File: config.mk
export PLATFORM = sky130hd
export DESIGN_NAME = tsx_decode_exec
export DESIGN_NICKNAME = d
export VERILOG_FILES = /design/src/verilog/tsx_pkg.sv /design/src/verilog/tsx_decode_exec.sv
export SDC_FILE = /design/constraint.sdc
export NUM_CORES = 1
export LEC_CHECK = 0
export BUFFER_PORTS_ARGS = -buffer_cell sky130_fd_sc_hd__buf_2
export CELL_PAD_IN_SITES_DETAIL_PLACEMENT = 0
export CELL_PAD_IN_SITES_GLOBAL_PLACEMENT = 1
export CORE_MARGIN = 2
export CORE_UTILIZATION = 42
export CTS_CLUSTER_SIZE = 28
export DETAILED_ROUTE_END_ITERATION = 12
export PLACE_DENSITY = 0.89
export SETUP_SLACK_MARGIN = 0.5
export SLEW_MARGIN = 10
export SYNTH_ARGS = -nofsm -noshare
export SYNTH_HDL_FRONTEND = slang
export SYNTH_SLANG_ARGS = --single-unit
File: constraint.sdc
create_clock -name mclk -period 5.55 [get_ports mclk]
set_clock_uncertainty 0.15 [all_clocks]
set_input_delay 1.665 -clock mclk [delete_from_list [all_inputs] [get_ports mclk]]
set_output_delay 1.665 -clock mclk [all_outputs]
set_load 0.005 [all_outputs]
File: src/verilog/tsx_pkg.sv
// Package for the test-and-skip / xor-literal decode and execute block.
// Assumes one core clock; each instruction cycle is four phases of that clock.
`default_nettype none
package tsx_pkg;
    // Opcode fields of the 16-bit instruction word.
    localparam logic [6:0] OPC_TEST_SKIP = 7'h33;   // Bits 15:9 = 0110 011.
    localparam logic [7:0] OPC_XOR_LIT   = 8'h0a;   // Bits 15:8 = 0000 1010.
    localparam int         ACC_SEL_BIT   = 8;       // Access-select bit position.
    // Indexed literal offset window upper limit in the register field.
    localparam logic [7:0] IDX_LIMIT     = 8'h5f;
    // Access bank: values below ACC_SPLIT map to bank zero, the rest to the top bank.
    localparam logic [7:0] ACC_SPLIT     = 8'h60;
    localparam logic [3:0] TOP_BANK      = 4'hf;
    // Two-word instructions carry OPC_TWO_WORD or OPC_LFSR_HI in bits 15:12.
    localparam logic [3:0] OPC_TWO_WORD  = 4'hf;
    localparam logic [3:0] OPC_LFSR_HI   = 4'he;
    localparam logic [3:0] OPC_LFSR_LO   = 4'he;

    // Four phases of one instruction cycle.
    typedef enum logic [1:0] {
        PH_DECODE  = 2'b00,
        PH_READ    = 2'b01,
        PH_PROCESS = 2'b10,
        PH_WRITE   = 2'b11
    } tsx_phase_type;

    // Status flags touched by this block.
    typedef struct packed {
        logic neg;
        logic zero;
    } tsx_flags_type;

    // Data-memory address request towards the datapath.
    typedef struct packed {
        logic       valid;
        logic       indexed;  // Address is index register plus offset.
        logic [3:0] bank;
        logic [7:0] offset;
    } tsx_addr_type;
endpackage
`default_nettype wire
File: src/verilog/tsx_decode_exec.sv
// Decode and execute of the test-and-skip and xor-literal instructions.
// Assumes the fetch unit presents a word with instr_valid at each decode phase
// and the data memory returns the addressed byte by the process phase.
`default_nettype none
module tsx_decode_exec (
    input  wire logic                  mclk,
    input  wire logic                  rst_n,
    input  wire logic                  instr_valid,
    input  wire logic [15:0]           instr_word,
    input  wire logic [3:0]            bank_selection_reg,
    input  wire logic                  ext_set_enable,
    input  wire logic [7:0]            mem_rdata,
    output logic                       phase_ack,
    output tsx_pkg::tsx_addr_type      mem_addr,
    output logic [7:0]                 accumulator,
    output tsx_pkg::tsx_flags_type     flags,
    output logic                       flags_we,
    output logic                       skip_taken,
    output logic                       idle_cycle,
    output logic                       cycle_end
);
    import tsx_pkg::*;

    // Timing of one taken word, counted in rising mclk edges from the take edge:
    //   edge 0: the word is latched while phase_ack is high (decode phase).
    //   edge 1: the operand address is registered (read phase ends).
    //   edge 2: the data byte or the literal is combined (process phase ends).
    //   edge 3: accumulator, flags, flags_we and skip_taken are registered.
    // So skip_taken and flags_we stand from edge 3 to the next take edge, accumulator and flags to the next write, and the
    // word taken right after a zero test is already marked idle at its own take
    // edge. The address request stays up through process and write phases,
    // which gives the datapath one mclk period, up to edge 2, to return the byte.
    // Limitation: two-word detection only looks at the top nibble, so a word
    // with that prefix that is really an operand word is treated the same way.

    // Step of one for the skip counter.
    localparam logic [1:0] SKIP_ONE = 2'd1;

    function automatic logic is_two_word(input logic [15:0] w);
        is_two_word = (w[15:12] == OPC_TWO_WORD) || (w[15:12] == OPC_LFSR_HI);
    endfunction

    // Access bank split: field values below ACC_SPLIT in bank zero, the rest on top.
    function automatic logic [3:0] access_bank(input logic [7:0] f);
        access_bank = (f >= ACC_SPLIT) ? TOP_BANK : 4'h0;
    endfunction

    tsx_phase_type phase, next_phase;
    logic [15:0]   cur, next_cur;
    logic          busy, next_busy;
    logic [1:0]    skip_left, next_skip_left;
    logic          skip_armed, next_skip_armed;
    logic [7:0]    operand, next_operand;
    tsx_addr_type  next_mem_addr;
    logic [7:0]    next_accumulator;
    tsx_flags_type next_flags;
    logic          next_flags_we, next_skip_taken, next_idle_cycle;
    logic          is_test, is_xor;
    logic          skip_hit, take_idle;

    assign is_test   = cur[15:9] == OPC_TEST_SKIP;
    assign is_xor    = cur[15:8] == OPC_XOR_LIT;
    assign phase_ack = phase == PH_DECODE;
    assign cycle_end = phase == PH_WRITE;

    // A zero test decided in the write phase, and a word that must be dropped.
    // The skip tracker uses both; the datapath uses only take_idle.
    assign skip_hit  = cycle_end && busy && is_test && (operand == 8'h00);
    assign take_idle = phase_ack && instr_valid && (skip_left != 2'd0);

    // Phase sequencer: the four phases of a cycle simply rotate.
    always_comb begin
        next_phase = tsx_phase_type'(phase + 2'd1);
    end

    // Phase register; reset restarts in the decode phase.
    always_ff @(posedge mclk) begin
        if (!rst_n) begin
            phase <= PH_DECODE;
        end else begin
            phase <= next_phase;
        end
    end

    // Skip tracker: counts the words still to be discarded after a zero test.
    // The armed bit lets only the first victim extend the skip to two words.
    always_comb begin
        next_skip_left  = skip_left;
        next_skip_armed = skip_armed;
        next_skip_taken = skip_taken;
        next_idle_cycle = idle_cycle;
        if (phase_ack) begin
            next_skip_taken = 1'b0;
            next_idle_cycle = 1'b0;
        end
        if (take_idle) begin
            // Discarded word: no work in any phase.
            next_idle_cycle = 1'b1;
            // A two-word victim also idles its second word.
            if (skip_armed && is_two_word(instr_word)) begin
                next_skip_left = SKIP_ONE;
            end else begin
                next_skip_left = skip_left - SKIP_ONE;
            end
            next_skip_armed = 1'b0;
        end
        if (skip_hit) begin
            // Flags untouched; the prefetched word will be idled.
            next_skip_left  = SKIP_ONE;
            next_skip_armed = 1'b1;
            next_skip_taken = 1'b1;
        end
    end

    // Skip tracker registers.
    always_ff @(posedge mclk) begin
        if (!rst_n) begin
            skip_left  <= 2'd0;
            skip_armed <= 1'b0;
            skip_taken <= 1'b0;
            idle_cycle <= 1'b0;
        end else begin
            skip_left  <= next_skip_left;
            skip_armed <= next_skip_armed;
            skip_taken <= next_skip_taken;
            idle_cycle <= next_idle_cycle;
        end
    end

    // Datapath: operand fetch, combine and write-back, one step per phase.
    // Writes to the accumulator and flags happen only in the write phase.
    always_comb begin
        next_cur         = cur;
        next_busy        = busy;
        next_operand     = operand;
        next_mem_addr    = mem_addr;
        next_accumulator = accumulator;
        next_flags       = flags;
        next_flags_we    = 1'b0;
        unique case (phase)
            PH_DECODE: begin
                // A discarded word is latched but never marked busy.
                next_cur  = instr_word;
                next_busy = instr_valid && !take_idle;
            end
            PH_READ: begin
                next_mem_addr = '0;
                if (busy && is_test) begin
                    next_mem_addr.valid  = 1'b1;
                    next_mem_addr.offset = cur[7:0];
                    if (cur[ACC_SEL_BIT]) begin
                        next_mem_addr.bank = bank_selection_reg;
                    end else if (ext_set_enable && cur[7:0] <= IDX_LIMIT) begin
                        next_mem_addr.indexed = 1'b1;
                    end else begin
                        next_mem_addr.bank = access_bank(cur[7:0]);
                    end
                end
                if (busy && is_xor) begin
                    next_operand = cur[7:0];
                end
            end
            PH_PROCESS: begin
                if (busy && is_test) begin
                    next_operand = mem_rdata;
                end else if (busy && is_xor) begin
                    next_operand = accumulator ^ operand;
                end
            end
            PH_WRITE: begin
                // The test result only feeds the skip tracker.
                next_mem_addr = '0;
                if (busy && is_xor) begin
                    next_accumulator = operand;
                    next_flags.neg   = operand[7];
                    next_flags.zero  = operand == 8'h00;
                    next_flags_we    = 1'b1;
                end
                next_busy = 1'b0;
            end
        endcase
    end

    // Datapath registers.
    always_ff @(posedge mclk) begin
        if (!rst_n) begin
            cur         <= '0;
            busy        <= 1'b0;
            operand     <= '0;
            mem_addr    <= '0;
            accumulator <= '0;
            flags       <= '0;
            flags_we    <= 1'b0;
        end else begin
            cur         <= next_cur;
            busy        <= next_busy;
            operand     <= next_operand;
            mem_addr    <= next_mem_addr;
            accumulator <= next_accumulator;
            flags       <= next_flags;
            flags_we    <= next_flags_we;
        end
    end
endmodule
`default_nettype wire

### Word-level counts from Yosys, hierarchy flattened

Cells that the tools add are included.

* bitwise gates (word level): 2
* reduce and logical (&&, ||, !) cells: 25
* $add $sub $neg: 2
* order comparisons: 2
* equal/unequal tests: 9
* mux-type cells: 21

Operators with widths (count)
* $pmux 14 s2: 1
* $mux 8: 3
* $pmux 8 s2: 1
* $mux 14: 1
* $reduce_bool 2->1: 7
* $mux 4: 3
* $logic_and 1x1->1: 10
* $mux 1: 10
* $eq 4x4->1 const B: 2
* $eq 8x4->1 const B: 1
* $ge 8x7->1 const B: 1
* $le 8x7->1 const B: 1
* $logic_not 8->1: 1
* $xor 8x8->8: 1
* $eq 7x6->1 const B: 1
* $eq 2x2->1 const B: 2
* $reduce_and 2->1: 2
* $ne 3x3->1 const B: 1
* $reduce_and 3->1: 1
* $add 2x1->2 const B: 1
* $eq 2x1->1 const B: 1
* $logic_not 2->1: 1
* $mux 2: 1
* $ne 2x2->1 const B: 1
* other kinds (6): 6

* register bits after elaboration: 57
* output and inout port bits: 29
* input bits: 32

### Logic depth before layout (Yosys ltp)

Gate-level depths: netlist (run 1).

* word-level depth: 6
* mapped depth: 7

### Worst setup path before layout (run 1)

Ideal clock, no wire load.

* path type: input-to-reg
* start point: input instr_valid
* end point: register skip_left[0]
* cell stages on the path: 4
* buffers on the path: 0
* setup slack: 3.053 ns
* library setup time: 0.132 ns
* required time: 5.268 ns
* arrival time: 2.215 ns
* cells stage by stage: nand3b_1 -> a41o_1 -> o21ai_0 -> a21oi_1

* word-level cells in the longest chain between the ends: 3

Ends and longest elaborated chain
* from (decl): line tsx_decode_exec.sv:8 `input wire logic instr_valid,`
* $logic_and 1x1->1 (2 in series): line tsx_decode_exec.sv:69 `assign take_idle = phase_ack && instr_valid && (skip_left != 2'd0);`
* $reduce_bool 2->1 (no source line)
* to (signal assigned): line tsx_decode_exec.sv:123 `skip_left <= next_skip_left;`
* to (decl): line tsx_decode_exec.sv:51 `logic [1:0] skip_left, next_skip_left;`

Every way passes these cells.
A chain may end at the register's enable or synchronous reset.

### Worst setup path after layout (run 1)

* start point: register phase[1]
* end point: output phase_ack

* word-level cells in the longest chain between the ends: 1

Ends and longest elaborated chain
* from (decl): line tsx_decode_exec.sv:48 `tsx_phase_type phase, next_phase;`
* from (signal assigned): line tsx_decode_exec.sv:81 `phase <= next_phase;`
* $logic_not 2->1: line tsx_decode_exec.sv:63 `assign phase_ack = phase == PH_DECODE;`
* to (decl): line tsx_decode_exec.sv:13 `output logic phase_ack,`

Every way passes these cells.

==> flow_metrics.py, run 1 <==
metrics = {
    "placed_design": {
        "dp_hpwl_um": 3840,
        "portBuffers": 60,
        "gp_congestion": 0.770,
    },
    "grt": {
        "met3_usage": 0.0441,
        "met2_usage": 0.279,
        "grt_pass1_wl_um": 8890,
        "grt_usage": 0.176,
        "grt-ovfl-total": 0,
        "grt_pass1_vias": 1884,
        "gr-max-usage-layer": "met2",
        "grt_max_degree": 56,
        "met1_usage": 0.241,
        "antenna_found_initial": 0,
    },
    "routing": {
        "drc": 0,
        "wl_um": 5370,
        "viasPerCell": 5.26,
        "drt_iter0_drc": 111,
        "ant_nets": 0,
        "drt_first_pass_iters": 4,
        "vias": 2014,
        "wl_per_cell_um": 14.0,
    },
    "yosys": {
        "synth.area.top_cells": "dfxtp_1 (46%), mux2i_1 (9.9%), nor2_1 (6.5%)",
        "synth_top_area_cell": "dfxtp_1",
        "yosysSeqAreaShare": 0.462,
        "synth_top_area_frac": 0.462,
        "synthCells": 257,
        "yosys_warnings": 0,
        "syn_area_sq_um": 2430,
        "syn-num-nets": 295,
        "avgSynthCellArea_sq_um": 9.44,
        "synth-seq-cells": 56,
        "synth.distinct_cells": 36,
    },
    "worst_setup_path": {
        "cp.required_ps": 3730,
        "cp_top_family": "buffers and inverters",
        "start_kind": "flop",
        "cp_slowest_cell": "dfxtp_1",
        "crit_path_end_kind": "primary output",
        "crit_type": "reg -> out",
        "cp_num_buf_inv": 3,
        "path_cells": "inv_1, ha_1, buf_4, buf_2",
        "cp_max_fo": 20,
        "arrival_ps": 1420,
        "critPathMaxStageDelay_ps": 350,
    },
    "finish": {
        "mostFrequentLayoutCells": "buf_2 (60), dfxtp_1 (56), nor2_1 (42)",
        "nNetsFinal": 348,
        "drive_above_1_share": 0.238,
        "final_core_util": 0.514,
        "multi_input_area_sq_um": 1200,
        "final_common_cell": "buf_2",
        "antenna_cells": 0,
        "area_growth_pct": 17.4,
        "fillers": 550,
        "register_area_sq_um": 1120,
    },
    "clocking": {
        "clk_path_buf_depth": 2,
        "clk-insertion-delay-late_ps": 310,
        "root_buffer": "clkbuf_8",
        "h-tree-depth": 2,
        "cts_hold_buf": 0,
        "post_cts_buffers": 0,
        "clk_pin_slew_ps": 110,
        "cts_tree": "yes",
        "cts-buffers-inserted": 5,
        "cts_resized": 0,
        "numClockSinks": 56,
    },
    "sta": {
        "setup_viol": 0,
        "fin_setup_tns_ps": 0,
        "timing_hold_violations_final": 0,
        "slew-limit-headroom": 0.324,
        "fmax_mhz": 309,
        "slew_violations": 0,
        "min_period_over_period": 0.582,
        "min_period_ps": 3230,
        "rsz0062_at_grt": "no",
        "max_slew.worst_pin.slew_ps": 1010,
    },
    "floorplanning": {
        "rows": 27,
        "io_pins": 61,
        "core_area_sq_um": 5540,
        "initial_core_util": 0.438,
        "die_w_um": 80,
        "die_h_um": 80,
        "die_area_sq_um": 6400,
    },
    "run_status": {
        "status": "completed",
    },
    "power": {
        "pwr_density_cell_nw_per_um2": 278,
        "irDropWorstVdd_uv": 119,
        "cellLeakagePower_nw": 1.24,
    },
    "worst_hold_path": {
        "min_path_type": "reg -> reg",
    },
    "flow_run": {
        "drv_cap": 0,
    },
}
## flip-flops by register name (all words and copies together), names as in the netlist
register / flops
accumulator: 8
idle_cycle: 1
cur: 16
mem_addr: 14
skip_left: 2
busy: 1
skip_taken: 1
flags: 1
operand: 8
phase: 2
skip_armed: 1
flags_we: 1
## report_power, final
| part | switching, W | total, W | leakage [nW] | internal, W |
|---|---|---|---|---|
| Combinational | 0.0000633 | 0.000116 | 0.737 | 0.0000529 |
| Clock | 0.000139 | 0.000233 | 0.0491 | 0.0000932 |
| Sequential | 0.0000213 | 0.000444 | 0.457 | 0.000423 |
| Total | 0.000224 | 0.000793 | 1.24 | 0.000569 |
## worst reg2reg max path, stage by stage (launching register included)
cell,delay (ps)
dfxtp_1,330
nand4bb_1,790
o21ai_1,850
a21o_1,360
a311oi_1,140
## kinds of logic after synthesis
logic type	share of synthesized area
adders and majority gates	0.0309
AOI/OAI and AO/OA	0.175
xor gates and xnor gates	0.0289
DFF	0.462
and+or+nand+nor	0.161
buffers and inverters	0.0428
muxes	0.0990
## Yosys cell counts, drive strengths merged
| cell | n |
|---|---|
| nand3b | 1 |
| ha | 6 |
| a41o | 1 |
| and3 | 1 |
| a32oi | 1 |
| nand2b | 11 |
| o21ai | 15 |
| clkbuf | 9 |
| nand2 | 10 |
| or2 | 1 |
| nand4b | 1 |
| dfxtp | 56 |
| nand3 | 1 |
| nor4 | 4 |
| or4b | 1 |
| a21o | 1 |
| nor2 | 42 |
| a211oi | 9 |
| nor3 | 1 |
| buf | 6 |
| or4 | 2 |
| xnor2 | 8 |
| o311ai | 8 |
| inv | 9 |
| a311oi | 8 |
| mux2i | 24 |
| a22oi | 8 |
| a21oi | 11 |
| nand4bb | 1 |
## path summary, 6_finish.rpt
| kind | from | to | slack, ps | cells past startpoint |
|---|---|---|---|---|
| max | phase[1] | phase_ack | 2320 | 4 |
| min | mem_addr[10] | mem_addr[10] | 300 | 2 |
| max reg2reg | cur[15] | operand[0] | 2780 | 4 |
| min reg2reg | mem_addr[10] | mem_addr[10] | 300 | 2 |
## through the flow
step           setup slack (ps)  instance area (sq um)  cells  hold slack (ps)  power (W)
3_5_place_dp               2660                   2750    375              296   0.000569
3_3_place_gp               2690                   2750    375              287   0.000566
5_1_grt                    2220                   2850    383              334   0.000834
6_report                   2320                   2850    383              304   0.000793
2_1_floorplan              3050                   2430    257              283   0.000533
4_1_cts                    2310                   2850    383              309   0.000797
## metal layers
metal	wire (um)	up-vias
li1	-	1024
met1	2630	928
met2	2400	55
met4	53	0
met3	282	7
met5	0	-
## final cells by class
type,instances,area share
Timing Repair Buffer,61,0.108
Sequential cell,56,0.394
Clock buffer,5,0.0242
Inverter,9,0.0119
Clock inverter,3,0.00922
Tap cell,72,0.0316
Multi-Input combinational cell,177,0.422
(Power assumes the default switching activity.)
==> run 2: changes to the inputs <==
--- a/config.mk
+++ b/config.mk
@@ -9,10 +9,10 @@
 export CELL_PAD_IN_SITES_DETAIL_PLACEMENT = 0
 export CELL_PAD_IN_SITES_GLOBAL_PLACEMENT = 1
 export CORE_MARGIN = 2
-export CORE_UTILIZATION = 42
+export CORE_UTILIZATION = 39
 export CTS_CLUSTER_SIZE = 28
 export DETAILED_ROUTE_END_ITERATION = 12
-export PLACE_DENSITY = 0.89
+export PLACE_DENSITY = 0.84
 export SETUP_SLACK_MARGIN = 0.5
 export SLEW_MARGIN = 10
 export SYNTH_ARGS = -nofsm -noshare
==> constraint.sdc (replaced) <==
create_clock -name mclk -period 3 [get_ports mclk]
set_clock_uncertainty 0.15 [all_clocks]
set_input_delay 0.9 -clock mclk [delete_from_list [all_inputs] [get_ports mclk]]
set_output_delay 0.9 -clock mclk [all_outputs]
set_load 0.005 [all_outputs]
==> run 2 against run 1 <==
  * Hold slack gained 3.2 ps
  * Critical path depth shrank 1
  * Cell area grew 2.4%
  * First-iteration DRC count grew 36%
  * Power grew 99%
  * Die area grew 7.3%
  * Register-to-register slack lost 2000 ps
  * Routed wire length grew 5.0%
  * Combinational power grew 92%
  * Flip-flop and latch count is the same
  * Final cell count grew 1.8%
==> flow_metrics.py, run 2 (same netlist as run 1, synthesis figures left out) <==
metrics = {
    "placed_design": {
        "dp.cells": 382,
        "dp_slack_ps": 803,
        "gp_congestion": 0.843,
        "dp_hpwl_um": 4020,
        "portBuffers": 60,
    },
    "worst_setup_path": {
        "cp_slowest_cell": "dfxtp_1",
        "critPathMaxStageDelay_ps": 350,
        "crit_path_end_kind": "primary output",
        "cp.required_ps": 1950,
        "path_cells": "inv_1, ha_2, buf_2",
        "cp_max_fo": 9,
        "arrival_ps": 1280,
        "crit_type": "reg -> out",
        "start_kind": "flop",
    },
    "grt": {
        "grt_pass1_wl_um": 9370,
        "grt_usage": 0.164,
        "grt_pass1_vias": 1955,
        "antenna_found_initial": 0,
        "grt_max_degree": 56,
        "grt-ovfl-total": 0,
    },
    "finish": {
        "antenna_cells": 0,
        "fin_cells": 390,
        "area_growth_pct": 20.2,
        "largestRegisters": "cur (16), mem_addr (14)",
        "largest_register_ffs": 16,
        "mostFrequentLayoutCells": "buf_2 (60), dfxtp_1 (56), nor2_1 (42)",
        "nNetsFinal": 352,
        "drive_above_1_share": 0.251,
        "regMostFlops": "cur",
        "final_common_cell": "buf_2",
    },
    "floorplanning": {
        "rows": 28,
        "die_h_um": 82.9,
        "core_area_sq_um": 5960,
        "initial_core_util": 0.407,
        "die_w_um": 82.9,
        "io_pins": 61,
        "die_area_sq_um": 6870,
    },
    "routing": {
        "wl_um": 5640,
        "drc": 0,
        "viasPerCell": 5.23,
        "drt_iter0_drc": 151,
        "drt_first_pass_iters": 4,
        "wl_per_cell_um": 14.5,
        "ant_nets": 0,
        "vias": 2041,
    },
    "run_status": {
        "status": "completed",
    },
    "sta": {
        "fin_setup_tns_ps": 0,
        "min_period_ps": 2330,
        "fmax_mhz": 429,
        "hold-worst-slack_ps": 307,
        "max_slew.worst_pin.slew_ps": 661,
        "min_period_over_period": 0.778,
        "slew-limit-headroom": 0.556,
        "setup_viol": 0,
        "slew_violations": 0,
        "timing_hold_violations_final": 0,
        "rsz0062_at_grt": "no",
        "fin_ws_ps": 667,
    },
    "power": {
        "clkPwrFrac": 0.337,
        "pwr_density_cell_nw_per_um2": 540,
        "power_w": 0.00158,
        "irDropWorstVdd_uv": 262,
        "p_sw_frac": 0.251,
        "cellLeakagePower_nw": 1.27,
        "p_comb_frac": 0.142,
        "switching_power_w": 0.000396,
        "internal_power_w": 0.00118,
        "seqPwrFrac": 0.521,
    },
    "clocking": {
        "clk-insertion-delay-late_ps": 300,
        "clk_pin_slew_ps": 90,
        "h-tree-depth": 2,
        "cts-buffers-inserted": 5,
        "numClockSinks": 56,
        "cts_tree": "yes",
        "post_cts_buffers": 0,
        "clk_path_buf_depth": 2,
        "root_buffer": "clkbuf_8",
    },
    "flow_run": {
        "drv_cap": 0,
    },
    "worst_hold_path": {
        "min_path_type": "reg -> reg",
    },
}
==> run 2: repair_timing <==
action,in CTS,in global routing
endpoints found under the hold margin,0,0
hold buffers,0,0
gates resized for setup,0,1
setup endpoints to repair,0,1
==> run 2: per-layer routing <==
layer,GRT usage,up-vias,share of wire,wire length (um)
li1,-,1037,-,-
met1,0.219,945,0.47,2650
met2,0.261,57,0.46,2620
met3,0.0417,2,0.056,313
met4,0.0492,0,0.0090,51
met5,0,-,0,0
==> run 2: cell type report <==
type,count,area (sq um)
Multi-Input combinational cell,177,1200
Inverter,9,33.8
Clock buffer,7,96.3
Tap cell,75,93.8
Clock inverter,1,30.0
Fill cell,600,3040
Timing Repair Buffer,65,338
Sequential cell,56,1120
==> run 2: metrics by stage <==
stage | utilization | area (sq um)
4_1_cts | 0.489 | 2910
5_1_grt | 0.490 | 2920
2_1_floorplan | - | 2430
3_3_place_gp | 0.468 | 2790
3_5_place_dp | 0.468 | 2790
6_report | 0.490 | 2920
==> run 2: path summary, 6_finish.rpt <==
check / startpoint / end / slack [ps] / depth (start not counted)
hold / removal: mem_addr[11] / mem_addr[11] / 310 / 2
hold reg to reg: mem_addr[11] / mem_addr[11] / 310 / 2
setup reg to reg: phase[0] / operand[1] / 740 / 6
setup / recovery: phase[0] / phase_ack / 670 / 3
==> run 2: worst max-delay path, delay by kind of cell (launching register included) <==
kind,cells,cell delay (ps)
adders and majority gates,1,340
buffers and inverters,2,280
DFF,1,350
==> run 2: power by group through the flow <==
stage / logic (W) / clock network [W] / registers (W)
after floorplan: 0.000161 / 0 / 0.000826
after global placement: 0.000219 / 0 / 0.000837
after detailed placement: 0.000220 / 0 / 0.000838
after CTS: 0.000222 / 0.000544 / 0.000821
after global routing: 0.000247 / 0.000573 / 0.000828
final: 0.000223 / 0.000531 / 0.000821
